==> config.mk <==
export PLATFORM = sky130hd
export DESIGN_NAME = ojp_top
export DESIGN_NICKNAME = d
export VERILOG_FILES = /design/src/ojp_sync.v /design/src/ojp_buf.v /design/src/ojp_top.v
export VERILOG_INCLUDE_DIRS = /design/src
export SDC_FILE = /design/constraint.sdc
export NUM_CORES = 1
export LEC_CHECK = 0
export ABC_AREA = 1
export CORE_MARGIN = 2
export CORE_UTILIZATION = 50
export DETAILED_ROUTE_END_ITERATION = 10
export DONT_BUFFER_PORTS = 1
export PLACE_DENSITY = 0.68
export SLEW_MARGIN = 5
export SYNTH_ARGS = -nofsm -noshare
export SYNTH_HDL_FRONTEND = slang
export SYNTH_SLANG_ARGS = --single-unit
==> constraint.sdc <==
create_clock -name aclk -period 4.81 [get_ports aclk]
set_clock_uncertainty 0.15 [all_clocks]
set_input_delay 0.7215 -clock aclk [delete_from_list [all_inputs] [get_ports aclk]]
set_output_delay 0.7215 -clock aclk [all_outputs]
set_load 0.02 [all_outputs]
==> src/ojp_regs.vh <==
`ifndef OJP_REGS_VH
`define OJP_REGS_VH

// Bus register byte offsets
`define OJP_CTRL_OFS 8'h00
`define OJP_BPADDR_OFS 8'h04
`define OJP_STATUS_OFS 8'h08
`define OJP_FLAG_OFS 8'h0C

// Control register fields
`define OJP_CTRL_BP_EN 0
`define OJP_CTRL_BP_CLR 1

// Status register fields
`define OJP_ST_UNLOCKED 0
`define OJP_ST_TEST_MODE 1
`define OJP_ST_BURN_BUSY 2
`define OJP_ST_BP_TRAPPED 3
`define OJP_ST_PMODE_LSB 4
`define OJP_ST_PMODE_MSB 6
`define OJP_ST_TCK_SYSCLK 7

// Setup register fields
`define OJP_SETUP_ADV_MSB 7
`define OJP_SETUP_ADV_LSB 5
`define OJP_SETUP_SKIP 4
`define OJP_SETUP_OE 3
`define OJP_SETUP_PMODE_MSB 2
`define OJP_SETUP_PMODE_LSB 0

// Program mode field values
`define OJP_PMODE_READ 3'h0
`define OJP_PMODE_PROG 3'h2
`define OJP_PMODE_PROG4X 3'h3

// Instruction codes
`define OJP_IR_IDCODE 8'h00
`define OJP_IR_ENTER_TEST 8'hF5
`define OJP_IR_EXIT_TEST 8'hF6
`define OJP_IR_WR_TMODE 8'h70
`define OJP_IR_WR_SETUP 8'h50
`define OJP_IR_WR_ADDR 8'h51
`define OJP_IR_WR_DATA 8'h52
`define OJP_IR_WR_TIMER 8'h54
`define OJP_IR_AUTO_BURN 8'h71
`define OJP_IR_RD_SETUP 8'h60
`define OJP_IR_RD_ADDR 8'h61
`define OJP_IR_RD_DATA 8'h62
`define OJP_IR_RD_TIMER 8'h63
`define OJP_IR_RD_WRCNT 8'h64
`define OJP_IR_AUTO_READ 8'h72
`define OJP_IR_CAPTURE 8'h01

// Memory layout and protection flag
`define OJP_LAST_ADDR 16'hFFFF
`define OJP_FLAG_OPEN 8'hFF
`define OJP_SKIP_STEP 16'h0010

// Test-function value that hands the system clock to TCK
`define OJP_TMODE_TCK_CLK 16'h0002

// TCK cycles per unit of the write-duration setting
`define OJP_WR_UNIT_SHIFT 6
`define OJP_WR_UNIT 64

// Reset values and bus response codes
`define OJP_SETUP_RST 8'h00
`define OJP_TIMER_RST 8'h00
`define OJP_TMODE_RST 16'h0000
`define OJP_RESP_OKAY 2'h0
`define OJP_RESP_SLVERR 2'h2

`endif

==> src/ojp_sync.v <==
`timescale 1ns/1ps
`default_nettype none

module ojp_sync (
    // Clock and reset
    input wire aclk,
    input wire aresetn,
    // Asynchronous level in, synchronised level out
    input wire async_in,
    output reg sync_out
);
    reg meta_q;

    always @(posedge aclk) begin
        if (!aresetn) begin
            meta_q <= 1'b0;
            sync_out <= 1'b0;
        end else begin
            meta_q <= async_in;
            sync_out <= meta_q;
        end
    end
endmodule // ojp_sync

`default_nettype wire

==> src/ojp_buf.v <==
`timescale 1ns/1ps
`default_nettype none

module ojp_buf (
    // Clock and reset
    input wire aclk,
    input wire aresetn,
    // Filling side
    input wire in_valid,
    output wire in_ready,
    input wire [7:0] in_data,
    // Draining side
    output wire out_valid,
    input wire out_ready,
    output wire [7:0] out_data
);
    reg [7:0] mem_q [0:1];
    reg wr_ptr_q;
    reg rd_ptr_q;
    reg [1:0] count_q;
    wire push;
    wire pop;

    assign in_ready = (count_q != 2'd2);
    assign out_valid = (count_q != 2'd0);
    assign out_data = mem_q[rd_ptr_q];
    assign push = in_valid & in_ready;
    assign pop = out_valid & out_ready;

    always @(posedge aclk) begin
        if (!aresetn) begin
            wr_ptr_q <= 1'b0;
            rd_ptr_q <= 1'b0;
            count_q <= 2'd0;
            mem_q[0] <= 8'h00;
            mem_q[1] <= 8'h00;
        end else begin
            if (push) begin
                mem_q[wr_ptr_q] <= in_data;
                wr_ptr_q <= ~wr_ptr_q;
            end
            if (pop) begin
                rd_ptr_q <= ~rd_ptr_q;
            end
            if (push && !pop) begin
                count_q <= count_q + 2'd1;
            end else if (pop && !push) begin
                count_q <= count_q - 2'd1;
            end
        end
    end
endmodule // ojp_buf

`default_nettype wire

==> src/ojp_top.v <==
// Overview of operation
// - Bytes returned to any external reader are scrambled by default until unlocked.
// - Last memory byte is the flag; 0xFF unlocks reads, other values keep scrambling.
// - Unlock happens only after address 0xFFFF is actually read and found 0xFF.
// - Scrambling loses information so true contents cannot be rebuilt from reads.
// - Processor reads of the last byte evaluate the flag exactly like external reads.
// - Boundary-scan port serves debug, or memory access once test mode is entered.
// - Program mode field 2 selects programming, 0 selects reading.
// - TMS and TDI are sampled on every TCK rising edge.
// - TDO changes only on TCK falling edges.
// - Port uses four pins: TCK, TMS, TDI inputs and TDO output.
// - One hardware breakpoint; a new one only after the trapped one is cleared.
// - Instruction 0xF5 enters memory test mode, 0xF6 returns to debug.
// - Test-function value 0x0002 makes TCK the master clock.
// - Each byte write lasts write-duration setting times 64 TCK cycles.
// - Under instruction 0x71 each data load burns a byte and advances the address.
`timescale 1ns/1ps
`default_nettype none
`include "ojp_regs.vh"

module ojp_top #(
    parameter [15:0] ID_CODE = 16'h5A3C // Arbitrary identification value
) (
    // Clock and reset
    input wire aclk,
    input wire aresetn,
    // AXI4-Lite write address and data
    input wire [7:0] s_axi_awaddr,
    input wire s_axi_awvalid,
    output reg s_axi_awready,
    input wire [31:0] s_axi_wdata,
    input wire [3:0] s_axi_wstrb,
    input wire s_axi_wvalid,
    output reg s_axi_wready,
    // AXI4-Lite write response
    output reg [1:0] s_axi_bresp,
    output reg s_axi_bvalid,
    input wire s_axi_bready,
    // AXI4-Lite read
    input wire [7:0] s_axi_araddr,
    input wire s_axi_arvalid,
    output reg s_axi_arready,
    output reg [31:0] s_axi_rdata,
    output reg [1:0] s_axi_rresp,
    output reg s_axi_rvalid,
    input wire s_axi_rready,
    // Boundary-scan pins
    input wire tck,
    input wire tms,
    input wire tdi,
    output reg tdo,
    // Memory array port
    output reg [15:0] mem_addr,
    output reg [7:0] mem_wdata,
    output reg mem_we,
    output reg mem_re,
    input wire [7:0] mem_rdata,
    output reg [2:0] mem_program_mode_field,
    output reg mem_oe,
    // Processor read observation and debug
    input wire cpu_rd_valid,
    input wire [15:0] cpu_rd_addr,
    input wire [7:0] cpu_rd_data,
    output reg cpu_halt,
    // Clock selection
    output reg master_clock_from_tck
);
    localparam [3:0] TLR = 4'd0, RTI = 4'd1, SELDR = 4'd2, CAPDR = 4'd3;
    localparam [3:0] SHDR = 4'd4, EX1DR = 4'd5, PADR = 4'd6, EX2DR = 4'd7;
    localparam [3:0] UPDR = 4'd8, SELIR = 4'd9, CAPIR = 4'd10, SHIR = 4'd11;
    localparam [3:0] EX1IR = 4'd12, PAIR = 4'd13, EX2IR = 4'd14, UPIR = 4'd15;
    localparam [1:0] RD_IDLE = 2'd0, RD_WAIT = 2'd1, RD_PUSH = 2'd2;

    wire tck_s;
    wire tms_s;
    wire tdi_s;
    reg tck_prev_q;
    wire tck_rise;
    wire tck_fall;
    reg [3:0] tap_q;
    reg [3:0] tap_d;
    reg [7:0] ir_sh_q;
    reg [7:0] ir_q;
    reg [15:0] dr_sh_q;
    reg test_mode_q;
    reg [7:0] setup_q;
    reg [7:0] timer_q;
    reg [7:0] data_q;
    reg [15:0] tmode_q;
    reg burn_q;
    reg [15:0] wr_cnt_q;
    reg [1:0] rd_st_q;
    reg unlocked_q;
    reg bp_en_q;
    reg [15:0] bp_addr_q;
    reg bp_trapped_q;
    reg aw_full_q;
    reg w_full_q;
    reg [7:0] aw_addr_q;
    reg [31:0] w_data_q;
    reg [3:0] w_strb_q;
    wire [2:0] pmode;
    wire rd_allowed;
    wire buf_in_ready;
    wire buf_out_valid;
    wire [7:0] buf_out_data;
    wire buf_pop;
    wire [7:0] rd_byte;
    wire burn_start;
    wire bus_wr;
    wire bp_hit;
    reg [31:0] rd_word;
    reg rd_hit;

    ojp_sync u_sync_tck (.aclk(aclk), .aresetn(aresetn), .async_in(tck), .sync_out(tck_s));
    ojp_sync u_sync_tms (.aclk(aclk), .aresetn(aresetn), .async_in(tms), .sync_out(tms_s));
    ojp_sync u_sync_tdi (.aclk(aclk), .aresetn(aresetn), .async_in(tdi), .sync_out(tdi_s));

    assign tck_rise = tck_s & ~tck_prev_q;
    assign tck_fall = ~tck_s & tck_prev_q;
    assign pmode = setup_q[`OJP_SETUP_PMODE_MSB:`OJP_SETUP_PMODE_LSB];
    assign rd_allowed = test_mode_q && (ir_q == `OJP_IR_AUTO_READ) &&
                        (pmode == `OJP_PMODE_READ) && setup_q[`OJP_SETUP_OE];
    assign buf_pop = tck_rise && (tap_q == CAPDR) && (ir_q == `OJP_IR_AUTO_READ);
    assign burn_start = tck_rise && (tap_q == UPDR) && test_mode_q && !burn_q &&
                        (ir_q == `OJP_IR_AUTO_BURN) &&
                        ((pmode == `OJP_PMODE_PROG) || (pmode == `OJP_PMODE_PROG4X));

    // OR with a rotated copy destroys bits, so locked reads cannot be inverted
    assign rd_byte = unlocked_q ? mem_rdata :
                     ((mem_rdata | {mem_rdata[4:0], mem_rdata[7:5]}) ^ mem_addr[7:0]);

    ojp_buf u_buf (
        .aclk(aclk),
        .aresetn(aresetn),
        .in_valid(rd_st_q == RD_PUSH),
        .in_ready(buf_in_ready),
        .in_data(data_q),
        .out_valid(buf_out_valid),
        .out_ready(buf_pop),
        .out_data(buf_out_data)
    );

    // Address step is 2^adv; skip mode jumps over each 16-byte hole at [5:4]=00
    function [15:0] next_addr;
        input [15:0] cur;
        input [7:0] setup;
        reg [15:0] nxt;
        begin
            nxt = cur + (16'h0001 << setup[`OJP_SETUP_ADV_MSB:`OJP_SETUP_ADV_LSB]);
            if (setup[`OJP_SETUP_SKIP] && (nxt[5:0] == 6'h00)) begin
                nxt = nxt + `OJP_SKIP_STEP;
            end
            next_addr = nxt;
        end
    endfunction

    always @* begin
        case (tap_q)
            TLR: tap_d = tms_s ? TLR : RTI;
            RTI: tap_d = tms_s ? SELDR : RTI;
            SELDR: tap_d = tms_s ? SELIR : CAPDR;
            CAPDR: tap_d = tms_s ? EX1DR : SHDR;
            SHDR: tap_d = tms_s ? EX1DR : SHDR;
            EX1DR: tap_d = tms_s ? UPDR : PADR;
            PADR: tap_d = tms_s ? EX2DR : PADR;
            EX2DR: tap_d = tms_s ? UPDR : SHDR;
            UPDR: tap_d = tms_s ? SELDR : RTI;
            SELIR: tap_d = tms_s ? TLR : CAPIR;
            CAPIR: tap_d = tms_s ? EX1IR : SHIR;
            SHIR: tap_d = tms_s ? EX1IR : SHIR;
            EX1IR: tap_d = tms_s ? UPIR : PAIR;
            PAIR: tap_d = tms_s ? EX2IR : PAIR;
            EX2IR: tap_d = tms_s ? UPIR : SHIR;
            default: tap_d = tms_s ? SELDR : RTI;
        endcase
    end

    // Scan port: state moves on the sampled TCK rising edge, except TDO which moves on the falling edge
    always @(posedge aclk) begin
        if (!aresetn) begin
            tck_prev_q <= 1'b0;
            tap_q <= TLR;
            ir_sh_q <= 8'h00;
            ir_q <= `OJP_IR_IDCODE;
            dr_sh_q <= 16'h0000;
            tdo <= 1'b0;
            test_mode_q <= 1'b0;
            tmode_q <= `OJP_TMODE_RST;
            setup_q <= `OJP_SETUP_RST;
            timer_q <= `OJP_TIMER_RST;
        end else begin
            tck_prev_q <= tck_s;
            if (tck_rise) begin
                tap_q <= tap_d;
                if (tap_q == CAPIR) begin
                    ir_sh_q <= `OJP_IR_CAPTURE;
                end else if (tap_q == SHIR) begin
                    ir_sh_q <= {tdi_s, ir_sh_q[7:1]};
                end else if (tap_q == UPIR) begin
                    ir_q <= ir_sh_q;
                    if (ir_sh_q == `OJP_IR_ENTER_TEST) begin
                        test_mode_q <= 1'b1;
                    end else if (ir_sh_q == `OJP_IR_EXIT_TEST) begin
                        test_mode_q <= 1'b0;
                    end
                end
                if (tap_q == CAPDR) begin
                    if (!test_mode_q) begin
                        dr_sh_q <= ID_CODE;
                    end else if (ir_q == `OJP_IR_RD_SETUP) begin
                        dr_sh_q <= {8'h00, setup_q};
                    end else if (ir_q == `OJP_IR_RD_ADDR) begin
                        dr_sh_q <= mem_addr;
                    end else if (ir_q == `OJP_IR_RD_DATA) begin
                        dr_sh_q <= {8'h00, data_q};
                    end else if (ir_q == `OJP_IR_RD_TIMER) begin
                        dr_sh_q <= {8'h00, timer_q};
                    end else if (ir_q == `OJP_IR_RD_WRCNT) begin
                        dr_sh_q <= wr_cnt_q;
                    end else if (ir_q == `OJP_IR_AUTO_READ) begin
                        dr_sh_q <= {8'h00, buf_out_valid ? buf_out_data : 8'h00};
                    end
                end else if (tap_q == SHDR) begin
                    dr_sh_q <= {tdi_s, dr_sh_q[15:1]};
                end else if ((tap_q == UPDR) && test_mode_q) begin
                    if (ir_q == `OJP_IR_WR_TMODE) begin
                        tmode_q <= dr_sh_q;
                    end else if (ir_q == `OJP_IR_WR_SETUP) begin
                        setup_q <= dr_sh_q[7:0];
                    end else if (ir_q == `OJP_IR_WR_TIMER) begin
                        timer_q <= dr_sh_q[7:0];
                    end
                end
            end
            if (tck_fall) begin
                if (tap_q == SHIR) begin
                    tdo <= ir_sh_q[0];
                end else if (tap_q == SHDR) begin
                    tdo <= dr_sh_q[0];
                end
            end
        end
    end

    // Memory side: burning, prefetching reads and the protection flag
    always @(posedge aclk) begin
        if (!aresetn) begin
            mem_addr <= 16'h0000;
            mem_wdata <= 8'h00;
            mem_we <= 1'b0;
            mem_re <= 1'b0;
            mem_program_mode_field <= `OJP_PMODE_READ;
            mem_oe <= 1'b0;
            master_clock_from_tck <= 1'b0;
            data_q <= 8'h00;
            burn_q <= 1'b0;
            wr_cnt_q <= 16'h0000;
            rd_st_q <= RD_IDLE;
            unlocked_q <= 1'b0;
        end else begin
            mem_program_mode_field <= test_mode_q ? pmode : `OJP_PMODE_READ;
            mem_oe <= test_mode_q & setup_q[`OJP_SETUP_OE];
            master_clock_from_tck <= test_mode_q && (tmode_q == `OJP_TMODE_TCK_CLK);
            mem_re <= 1'b0;
            if (tck_rise && (tap_q == UPDR) && test_mode_q && !burn_q) begin
                if (ir_q == `OJP_IR_WR_ADDR) begin
                    mem_addr <= dr_sh_q;
                end else if (ir_q == `OJP_IR_WR_DATA) begin
                    data_q <= dr_sh_q[7:0];
                end
            end
            if (burn_start) begin
                data_q <= dr_sh_q[7:0];
                mem_wdata <= dr_sh_q[7:0];
                mem_we <= 1'b1;
                burn_q <= 1'b1;
                wr_cnt_q <= {8'h00, timer_q} << `OJP_WR_UNIT_SHIFT;
            end else if (burn_q && tck_rise) begin
                if (wr_cnt_q <= 16'h0001) begin
                    mem_we <= 1'b0;
                    burn_q <= 1'b0;
                    wr_cnt_q <= 16'h0000;
                    mem_addr <= next_addr(mem_addr, setup_q);
                end else begin
                    wr_cnt_q <= wr_cnt_q - 16'h0001;
                end
            end
            case (rd_st_q)
                RD_IDLE: begin
                    if (rd_allowed && buf_in_ready && !burn_q) begin
                        mem_re <= 1'b1;
                        rd_st_q <= RD_WAIT;
                    end
                end
                RD_WAIT: begin
                    data_q <= rd_byte;
                    if (mem_addr == `OJP_LAST_ADDR) begin
                        unlocked_q <= (mem_rdata == `OJP_FLAG_OPEN);
                    end
                    rd_st_q <= RD_PUSH;
                end
                default: begin
                    if (buf_in_ready) begin
                        mem_addr <= next_addr(mem_addr, setup_q);
                        rd_st_q <= RD_IDLE;
                    end
                end
            endcase
            if (cpu_rd_valid && (cpu_rd_addr == `OJP_LAST_ADDR)) begin
                unlocked_q <= (cpu_rd_data == `OJP_FLAG_OPEN);
            end
        end
    end

    // Breakpoint: a trap stays until cleared, and the address is frozen meanwhile
    assign bp_hit = bp_en_q && cpu_rd_valid && (cpu_rd_addr == bp_addr_q);
    assign bus_wr = aw_full_q && w_full_q && !s_axi_bvalid;

    always @(posedge aclk) begin
        if (!aresetn) begin
            bp_en_q <= 1'b0;
            bp_addr_q <= 16'h0000;
            bp_trapped_q <= 1'b0;
            cpu_halt <= 1'b0;
        end else begin
            cpu_halt <= bp_trapped_q | bp_hit;
            if (bus_wr && (aw_addr_q == `OJP_CTRL_OFS) && w_strb_q[0]) begin
                bp_en_q <= w_data_q[`OJP_CTRL_BP_EN];
            end
            if (bp_hit) begin
                bp_trapped_q <= 1'b1;
            end else if (bus_wr && (aw_addr_q == `OJP_CTRL_OFS) && w_strb_q[0] &&
                         w_data_q[`OJP_CTRL_BP_CLR]) begin
                bp_trapped_q <= 1'b0;
            end
            if (bus_wr && (aw_addr_q == `OJP_BPADDR_OFS) && !bp_trapped_q) begin
                if (w_strb_q[0]) begin
                    bp_addr_q[7:0] <= w_data_q[7:0];
                end
                if (w_strb_q[1]) begin
                    bp_addr_q[15:8] <= w_data_q[15:8];
                end
            end
        end
    end

    // Register bus: address and data are taken independently, response after both
    always @(posedge aclk) begin
        if (!aresetn) begin
            aw_full_q <= 1'b0;
            w_full_q <= 1'b0;
            aw_addr_q <= 8'h00;
            w_data_q <= 32'h0000_0000;
            w_strb_q <= 4'h0;
            s_axi_awready <= 1'b0;
            s_axi_wready <= 1'b0;
            s_axi_bvalid <= 1'b0;
            s_axi_bresp <= `OJP_RESP_OKAY;
        end else begin
            s_axi_awready <= !aw_full_q && !(s_axi_awvalid && s_axi_awready);
            s_axi_wready <= !w_full_q && !(s_axi_wvalid && s_axi_wready);
            if (s_axi_awvalid && s_axi_awready) begin
                aw_full_q <= 1'b1;
                aw_addr_q <= s_axi_awaddr;
            end
            if (s_axi_wvalid && s_axi_wready) begin
                w_full_q <= 1'b1;
                w_data_q <= s_axi_wdata;
                w_strb_q <= s_axi_wstrb;
            end
            if (bus_wr) begin
                s_axi_bvalid <= 1'b1;
                if ((aw_addr_q == `OJP_CTRL_OFS) || (aw_addr_q == `OJP_BPADDR_OFS) ||
                    (aw_addr_q == `OJP_STATUS_OFS) || (aw_addr_q == `OJP_FLAG_OFS)) begin
                    s_axi_bresp <= `OJP_RESP_OKAY;
                end else begin
                    s_axi_bresp <= `OJP_RESP_SLVERR;
                end
            end else if (s_axi_bvalid && s_axi_bready) begin
                s_axi_bvalid <= 1'b0;
                aw_full_q <= 1'b0;
                w_full_q <= 1'b0;
            end
        end
    end

    always @* begin
        rd_word = 32'h0000_0000;
        rd_hit = 1'b1;
        if (s_axi_araddr == `OJP_CTRL_OFS) begin
            rd_word[`OJP_CTRL_BP_EN] = bp_en_q;
        end else if (s_axi_araddr == `OJP_BPADDR_OFS) begin
            rd_word[15:0] = bp_addr_q;
        end else if (s_axi_araddr == `OJP_STATUS_OFS) begin
            rd_word[`OJP_ST_UNLOCKED] = unlocked_q;
            rd_word[`OJP_ST_TEST_MODE] = test_mode_q;
            rd_word[`OJP_ST_BURN_BUSY] = burn_q;
            rd_word[`OJP_ST_BP_TRAPPED] = bp_trapped_q;
            rd_word[`OJP_ST_PMODE_MSB:`OJP_ST_PMODE_LSB] = mem_program_mode_field;
            rd_word[`OJP_ST_TCK_SYSCLK] = master_clock_from_tck;
        end else if (s_axi_araddr == `OJP_FLAG_OFS) begin
            rd_word[15:0] = mem_addr;
        end else begin
            rd_hit = 1'b0;
        end
    end

    always @(posedge aclk) begin
        if (!aresetn) begin
            s_axi_arready <= 1'b0;
            s_axi_rvalid <= 1'b0;
            s_axi_rdata <= 32'h0000_0000;
            s_axi_rresp <= `OJP_RESP_OKAY;
        end else begin
            s_axi_arready <= !s_axi_rvalid && !(s_axi_arvalid && s_axi_arready);
            if (s_axi_arvalid && s_axi_arready) begin
                s_axi_rvalid <= 1'b1;
                s_axi_rdata <= rd_word;
                s_axi_rresp <= rd_hit ? `OJP_RESP_OKAY : `OJP_RESP_SLVERR;
            end else if (s_axi_rvalid && s_axi_rready) begin
                s_axi_rvalid <= 1'b0;
            end
        end
    end
endmodule // ojp_top

`default_nettype wire

== Word-level counts from Yosys, hierarchy flattened ==
Memory sizes are Yosys's and may differ from the RTL's. A register that Yosys moved wholly into a read port is not among the register bits.
Index checks and enable logic that the tools add are counted.
Widths: inputs -> output; s select.

* Mux-type cells: 91
* Reduce and logical (&&, ||, !) cells: 94
* Order comparisons: 1
* Bitwise logic cells: 19
* Add/subtract/negate cells: 5
* Equal/unequal tests: 48
* Shifts and indexed selects: 1

{| class="wikitable"
|+ Operators by type and width
! cell !! number
|-
| $mux 16 || 20
|-
| $eq 8x7->1 const B || 12
|-
| $mux 8 || 12
|-
| $pmux 4 s11 || 1
|-
| $mux 1 || 39
|-
| $logic_and 1x1->1 || 36
|-
| $eq 16x16->1 const B || 2
|-
| $eq 4x4->1 const B || 8
|-
| $eq 8x4->1 const B || 4
|-
| $eq 8x8->1 const B || 4
|-
| $mux 14 || 2
|-
| $reduce_bool 2->1 || 13
|-
| $mux 2 || 9
|-
| $reduce_and 2->1 || 9
|-
| $add 16x16->16 || 1
|-
| $add 16x5->16 const B || 1
|-
| $eq 16x16->1 || 1
|-
| $eq 16x2->1 const B || 1
|-
| $eq 4x3->1 const B || 4
|-
| $eq 8x3->1 const B || 2
|-
| $le 16x1->1 const B || 1
|-
| $logic_not 8->1 || 2
|-
| $mux 4 || 4
|-
| $shl 1x3->16 const A || 1
|-
| other kinds (32) || 70
|}

* Flip-flop bits (word level): 211
* Bits of input ports: 95
* Logic and storage cells: 309
* Output and inout bits: 74
* Memories: 1
* Memory bits (writable): 16

{| class="wikitable"
|+ Memories
! name !! words !! bits a word !! read ports !! clocked after Yosys merged registers in !! wr ports !! RTL line !! RTL
|-
| u_buf.mem_q || 2 || 8 || 1 || 1 || 2 || ojp_buf.v:17 || <nowiki>reg [7:0] mem_q [0:1];</nowiki>
|}

== Longest topological paths before layout ==
Gate-level depths: netlist of run 1.

* Word-level depth: 11
* Gate-level depth with buffers: 21
* Mapped depth without buffers: 21

== Hierarchy ==
A second synthesis of run 1 with hierarchy kept.

* Cell total of the unflattened synthesis: 1,680
* Area total of the unflattened synthesis: 12,084.1 sq um

{| class="wikitable"
|+ Modules (own cells, without submodules)
! module !! sequential area each (sq um) !! cells each !! area each (sq um) !! times used
|-
| ojp_top || 3,983.8 || 1,575 || 10,965.5 || 1
|-
| ojp_buf || 580.6 || 87 || 953.4 || 1
|-
| ojp_sync || 40.0 || 6 || 55.1 || 3
|}

== Least setup slack after synthesis of run 1 ==
OpenSTA, ideal clock, no wires.

* Kind: reg2reg
* Start point: register setup_q[7]
* End point: register mem_addr[14]
* Stages on the path, launching flop included: 20
* Period minus slack after synthesis: 3.038 ns
* Arrival: 2.779 ns
* Data required time: 4.551 ns
* Path slack: 1.772 ns
* Library setup time: 0.109 ns
* Buffers on the path: 0
* Cell sequence: dfxtp_1 nor3_1 ha_1 fa_1 nand2_1 nand2_1 nand2_1 xor2_1 ha_1 nand4_1 nor2_1 nand2_2 nor2_1 nand4_1 nor2_1 nand2_1 nand2_1 nand3_1 nand2_1 inv_1

* Cells in the longest elaborated chain, start to end: 10
* Elaborated cells between the ends (all ways): 11
* Those cells by class: add/sub (2); shift (1); mux (6); reduce/logical (2)

{| class="wikitable"
|+ RTL lines
! element !! RTL line !! RTL
|-
| start, declared || ojp_top.v:86 || <nowiki>reg [7:0] setup_q;</nowiki>
|-
| start signal, assigned || ojp_top.v:190 || <nowiki>setup_q <= `OJP_SETUP_RST;</nowiki>
|-
| start signal, assigned || ojp_top.v:230 || <nowiki>setup_q <= dr_sh_q[7:0];</nowiki>
|-
| $shl 1x3->16 (*) || ojp_top.v:150 || <nowiki>nxt = cur + (16'h0001 << setup[`OJP_SETUP_ADV_MSB:`OJP_SETUP_ADV_LSB]);</nowiki>
|-
| $add 16x16->16 (*) || ojp_top.v:150 ||
|-
| branches (longest 2 deep; another with $add 16x5->16) || -- ||
|-
| $mux 16 (*) || ojp_top.v:151 || <nowiki>if (setup[`OJP_SETUP_SKIP] && (nxt[5:0] == 6'h00)) begin</nowiki>
|-
| $mux 16 || ojp_top.v:280 || <nowiki>if (wr_cnt_q <= 16'h0001) begin</nowiki>
|-
| $mux 16 || ojp_top.v:279 || <nowiki>end else if (burn_q && tck_rise) begin</nowiki>
|-
| $mux 16 || ojp_top.v:273 || <nowiki>if (burn_start) begin</nowiki>
|-
| $mux 16 || ojp_top.v:304 || <nowiki>if (buf_in_ready) begin</nowiki>
|-
| $mux 16 (*) || ojp_top.v:289 || <nowiki>case (rd_st_q)</nowiki>
|-
| end signal, assigned || ojp_top.v:268 || <nowiki>mem_addr <= dr_sh_q;</nowiki>
|-
| end signal, assigned || ojp_top.v:284 || <nowiki>mem_addr <= next_addr(mem_addr, setup_q);</nowiki>
|-
| end signal, assigned || ojp_top.v:305 || <nowiki>mem_addr <= next_addr(mem_addr, setup_q);</nowiki>
|-
| end, declared || ojp_top.v:53 || <nowiki>output reg [15:0] mem_addr,</nowiki>
|}

Mark *: on every way between the ends.
A chain may end at the register's enable or synchronous reset.

== Worst setup path in the final report of run 1 ==
* Start point: register setup_q[7]
* End point: register mem_addr[15]

The elaborated chain is that of the path after synthesis.

==> flow_summary.ini, run 1 <==
[min_path]
holdPathStages = 1
hp-class = input pin to flip-flop

[run_status]
status = finished, final reports clean

[setup_path]
critPathBufInv = 1
crit_path_end_kind = flip-flop
path_max_fanout = 7
critPathTopFamily = simple AND/OR/NAND/NOR gates
worst_ep_required_time_ns = 5.07
critPathKind = flip-flop to flip-flop
cp_slowest_cell = dfxtp_1
cp_cell_sequence = nor3_1 -> ha_1 -> fa_1 -> nand2_1 -> nand2_1 -> nand2_1 -> xor2_1 -> ha_1 -> nand4_1 -> nor2_1 -> nand2_2 -> nor2_1 -> nand3_1 -> nor2_1 -> nand3_1 -> nand2_1 -> nand3_1 -> nand2_1 -> inv_1
cp_slowest_stage_delay_ns = 0.47
critPathLaunchType = flip-flop
rr_worst_depth = 19
worstSetupPathDepth = 19
worstPathArrival_ns = 3.84
worst_path_most_repeated_cell = nand2_1

[global_routing]
grtUsageMet3_pct = 3.387
track_usage_pct = 26.52
grt_util_met2_pct = 44.81
grt_pass1_wl_um = 52490
grt_pass1_vias = 10050
antenna_found_initial = 0
grt_max_degree = 148
busiest_layer = met2
gr-usage-met1_pct = 35.56
grt_overflow_total = 0

[sta]
fmax_mhz = 279.1
post-route-period-util_pct = 74.48
rsz0062_at_grt = false
finalMaxSlewViolations = 0
final.setup.tns_ns = 0
worst-slew-pin-transition_ns = 0.9579
min_period_ns = 3.583
slew_headroom_pct = 35.66
hold_violations = 0
setup_violations = 0
setup_ws_ns = 1.227

[layout]
n_antenna_cell = 0
final_nets = 1758
final_common_cell = nand2_1
drive_above_1_share_pct = 5.699
utilization_pct = 54.32
final_cell_mix = 260 x nand2_1, 210 x dfxtp_1, 204 x nor2_1
multi_input_area_mm2 = 0.005889
regArea_mm2 = 0.004684
fill_cells = 2337
area_delta_synth_final_pct = 7.470

[floorplanning]
dieArea_mm2 = 0.02476
pin_count = 169
start_util_pct = 50.55
coreArea_mm2 = 0.02326
die_x_um = 157.4
rows = 56
die_h_um = 157.4

[detailed_routing]
drc = 0
dr.pass1.iters = 5
drt_iter0_drc = 947
via_count = 11020
via_per_inst = 5.548
ant_nets = 0
routed_wl_um = 33320
wl_per_cell_um = 16.78

[clock_tree]
clk_pin_slew_ns = 0.06
postCtsHoldBufs = 0
cts_root_buf = clkbuf_16
cts_made_buffers = 25
cts_buffer_depth = 3
clkLatencyLatePin_ns = 0.52
h-tree-depth = 1
cts_sinks = 226
cts_resized = 0
cts_post_setup_buffers_inserted = 0
cts_tree = built

[synthesis]
synth_async_sr_flop_share_pct = 0
netlist.area_leader.share_pct = 35.75
syn_area_mm2 = 0.01176
synth-edff-count = 16
ys_types = 56
syn_inst = 1677
yosysSeqAreaShare_pct = 39.84
synth.area.top_cells = dfxtp_1 36%, nand2_1 8.3%, nor2_1 6.5%
syn_avg_cell_area_um2 = 7.012
synth_top_area_cell = dfxtp_1
ys_ff_latch = 226
ys_warn_count = 0
ys.flop_type = dfxtp_1

[placement]
dpl_worst_slack_ns = 1.303
dp_hpwl_um = 24600
portBuffers = 0
place.gp.congestion = 0.9483

[power]
vdd_drop_max_v = 0.0002345
leakagePower_nw = 5.068
powerDensity_mw_per_mm2 = 311.1

[run]
cap_violations = 0
## cells in the mapped netlist, types with 13 or more instances
library cell,count
ha_1,13
dfxtp_1,210
o22ai_1,26
clkbuf_1,35
nor2_1,204
inv_1,203
nand2_1,260
nand4_1,26
inv_2,16
a21oi_1,152
nand3_1,100
a211oi_1,18
buf_4,22
nor3_1,30
edfxtp_1,16
o21ai_0,150
o21ai_1,39
xor2_1,20
a31oi_1,14
## power by group
group / total [W] / switching [W] / leakage, nW / internal, W
Sequential: 0.00194 / 0.0000207 / 1.86 / 0.00192
Combinational: 0.000118 / 0.0000838 / 2.80 / 0.0000343
Clock: 0.00187 / 0.000770 / 0.403 / 0.00110
## kinds of logic (layout without fill, tap and decap cells)
logic type | after synthesis | after routing | share of synthesized area, %
xor+xnor | 24 | 24 | 1.788
buf+inv | 300 | 273 | 10.62
compound gates | 432 | 432 | 20.19
flops | 226 | 226 | 39.84
simple gates | 680 | 680 | 25.98
fa+ha+maj | 14 | 14 | 1.554
other cells | 1 | 18 | 0.03189
## layout make-up
| class | count | area share [%] |
|---|---|---|
| multi-input combinational | 1168 | 46.60 |
| sequential | 226 | 37.07 |
| inverter | 226 | 6.713 |
| clock buffer | 36 | 5.752 |
| tap | 319 | 3.158 |
| clock inverter | 9 | 0.5842 |
| timing repair buffer | 2 | 0.1188 |
## routing by layer
| metal | share of wire (%) | wire length [um] |
|---|---|---|
| met5 | 0 | 0 |
| met4 | 2.6 | 860 |
| met3 | 6.5 | 2167 |
| met2 | 47 | 15540 |
| met1 | 44 | 14750 |
## state kept, by name (all words and copies together), names as in the netlist, 16 cells and up, named ones only
| register | count |
|---|---|
| dr_sh_q | 16 |
| w_data_q | 16 |
| mem_addr | 16 |
| bp_addr_q | 16 |
| u_buf.mem_q | 16 |
| tmode_q | 16 |
| wr_cnt_q | 16 |
| s_axi_rdata | 16 |
## per-stage QoR
stage	power, W	instance area [um^2]	hold slack (ns)	cells
floorplan	0.002099	11820	0.2405	1694
global placement	0.002098	11840	0.2426	1941
detailed placement	0.002101	11840	0.2503	1941
CTS	0.003952	12640	0.1445	1986
global route	0.004050	12640	0.1486	1986
finish	0.003932	12640	0.1570	1986
## final timing paths
| path | startpoint | endpoint | slack (ns) |
|---|---|---|---|
| hold / removal | s_axi_rready | s_axi_rvalid | 0.16 |
| setup / recovery | setup_q[7] | mem_addr[15] | 1.23 |
| hold reg to reg | u_sync_tdi.meta_q | u_sync_tdi.sync_out | 0.26 |
| setup reg to reg | setup_q[7] | mem_addr[15] | 1.23 |
Power figures use the tool's default switching activity.
==> run 2: changes to the inputs <==
--- a/config.mk
+++ b/config.mk
@@ -11,7 +11,7 @@
 export CORE_UTILIZATION = 50
 export DETAILED_ROUTE_END_ITERATION = 10
 export DONT_BUFFER_PORTS = 1
-export PLACE_DENSITY = 0.68
+export PLACE_DENSITY = 0.71
 export SLEW_MARGIN = 5
 export SYNTH_ARGS = -nofsm -noshare
 export SYNTH_HDL_FRONTEND = slang
==> constraint.sdc (replaced) <==
create_clock -name aclk -period 3.06 [get_ports aclk]
set_clock_uncertainty 0.15 [all_clocks]
set_input_delay 0.459 -clock aclk [delete_from_list [all_inputs] [get_ports aclk]]
set_output_delay 0.459 -clock aclk [all_outputs]
set_load 0.02 [all_outputs]
==> run 2 against run 1 <==
Critical path depth fell by 1. Via count is 4.7% higher. Critical path type unchanged. Critical endpoint unchanged. First-iteration DRC count is 12% higher. Register-to-register slack worse by 1.2 ns. Clock-buffer cell count is 5 lower.
==> flow_summary.ini, run 2 (synthesized netlist as in run 1, its figures left out) <==
[clock_tree]
cts_made_buffers = 25
cts_buffer_depth = 3
cts_tree = built
cts_root_buf = clkbuf_16
clk_pin_slew_ns = 0.06
h-tree-depth = 1
clkLatencyLatePin_ns = 0.52
cts_sinks = 226

[placement]
portBuffers = 0
placed_area_mm2 = 0.01211
dp_hpwl_um = 24940
placed_cells = 1978
place.gp.congestion = 0.9504

[layout]
final_cell_mix = 254 x nand2_1, 207 x dfxtp_1, 200 x inv_1
final_common_cell = nand2_1
design_area_mm2 = 0.01342
n_antenna_cell = 0
final_nets = 1832
drive_above_1_share_pct = 9.707
instances_no_fill = 2060
area_delta_synth_final_pct = 14.10

[detailed_routing]
drt_iter0_drc = 1059
dr.pass1.iters = 8
ant_nets = 0
via_per_inst = 5.601
wl_per_cell_um = 17.21
routed_wl_um = 35450
drc = 0
via_count = 11540

[power]
vdd_drop_max_v = 0.0003504
powerDensity_mw_per_mm2 = 468.1
leakagePower_nw = 5.420

[global_routing]
grt_pass1_vias = 10770
antenna_found_initial = 0
grt_max_degree = 137
grt_pass1_wl_um = 55480
grt_overflow_total = 0
track_usage_pct = 28.21

[floorplanning]
coreArea_mm2 = 0.02326
die_x_um = 157.4
dieArea_mm2 = 0.02476
start_util_pct = 50.55
die_h_um = 157.4
pin_count = 169
rows = 56

[setup_path]
crit_path_end_kind = flip-flop
r2r_end = mem_addr[15]
critPathKind = flip-flop to flip-flop
path_max_fanout = 4
critPathLaunchType = flip-flop
rr_worst_depth = 18
reg2reg_slack_ns = 0.07
timing.rr.start = setup_q[6]
worst_ep_required_time_ns = 3.38
worstPathArrival_ns = 3.31

[sta]
min_period_ns = 2.994
final.setup.tns_ns = 0
finalMaxSlewViolations = 0
fmax_mhz = 334.0
worst-slew-pin-transition_ns = 0.6321
rsz0062_at_grt = true
post-route-period-util_pct = 97.85
setup_violations = 0
hold_violations = 0
slew_headroom_pct = 57.74

[run]
cap_violations = 0

[min_path]
hold-path-endpoint = w_full_q
holdPathStages = 3
hp-class = input pin to flip-flop
hold_start = s_axi_bready

[run_status]
status = finished, final reports clean
[run 2: cell types whose count changed in the layout (fill, tap and decap cells not counted), moves of 7 or more]
cell	before	now
buf_4	2	42
nor3_1	30	22
dlygate4sd3_1	0	33
nor3_2	2	9
[run 2: power breakdown]
group	switching, W	internal, W
combinational	0.000167	0.0000871
sequential	0.0000339	0.00302
clock	0.00124	0.00174
[run 2: routing by layer]
layer	wire, um	track usage, %	up-vias
met5	0	0	-
met1	15060	36.71	5346
met4	1712	12.99	0
met2	16040	45.87	418
li1	-	-	5672
met3	2649	4.681	103
[run 2: worst max path at each step]
stage,startpoint,to,slack (ns),depth (start not counted)
global route,setup_q[7],mem_addr[15],-0.18,20
global placement,setup_q[6],mem_addr[15],0.02,19
finish,setup_q[6],mem_addr[15],0.07,18
detailed placement,setup_q[6],mem_addr[15],-0.12,19
CTS,setup_q[5],mem_addr[15],0.003,19
floorplan,setup_q[7],mem_addr[14],0.02,19
[run 2: metrics by stage]
step                total power [W]  hold WS [ns]  utilization, %  setup slack [ns]
floorplan                  0.003300        0.2405               -           0.02199
global placement           0.003300        0.2438           52.08           0.01871
detailed placement         0.003306        0.2488           52.08           -0.1245
CTS                        0.006308      0.009895           57.16          0.002754
global route               0.006467       0.03282           57.68           -0.1751
finish                     0.006281       0.01633           57.68           0.06564
[run 2: cell type report]
type / instances / area (um^2)
fill: 2247 / 9846
multi-input combinational: 1168 / 5998
clock buffer: 31 / 678.2
tap: 319 / 399.1
timing repair buffer: 76 / 673.1
clock inverter: 14 / 128.9
sequential: 226 / 4691
inverter: 226 / 848.3
[run 2: repair_timing]
item,CTS,global route
buffers inserted,0,3
hold buffers,34,0
resized for setup,5,32
pin swaps,1,12
endpoints found under the hold margin,140,0
cloned,0,0
endpoints found under the setup margin,6,12
[run 2: worst max-delay path: stages (launching register included)]
cell and delay, ns:
dfxtp_4 0.36, buf_4 0.16, nor3_4 0.24, fa_2 0.26
nand2_1 0.06, nand2_2 0.09, nand2_2 0.06, xor2_2 0.21
ha_2 0.19, nand4_1 0.10, nor2_2 0.11, nand2_2 0.12
nor2_4 0.12, nand4_1 0.21, nor2_2 0.22, nand3_1 0.09
nand3_1 0.09, nand2_1 0.06, inv_1 0.05
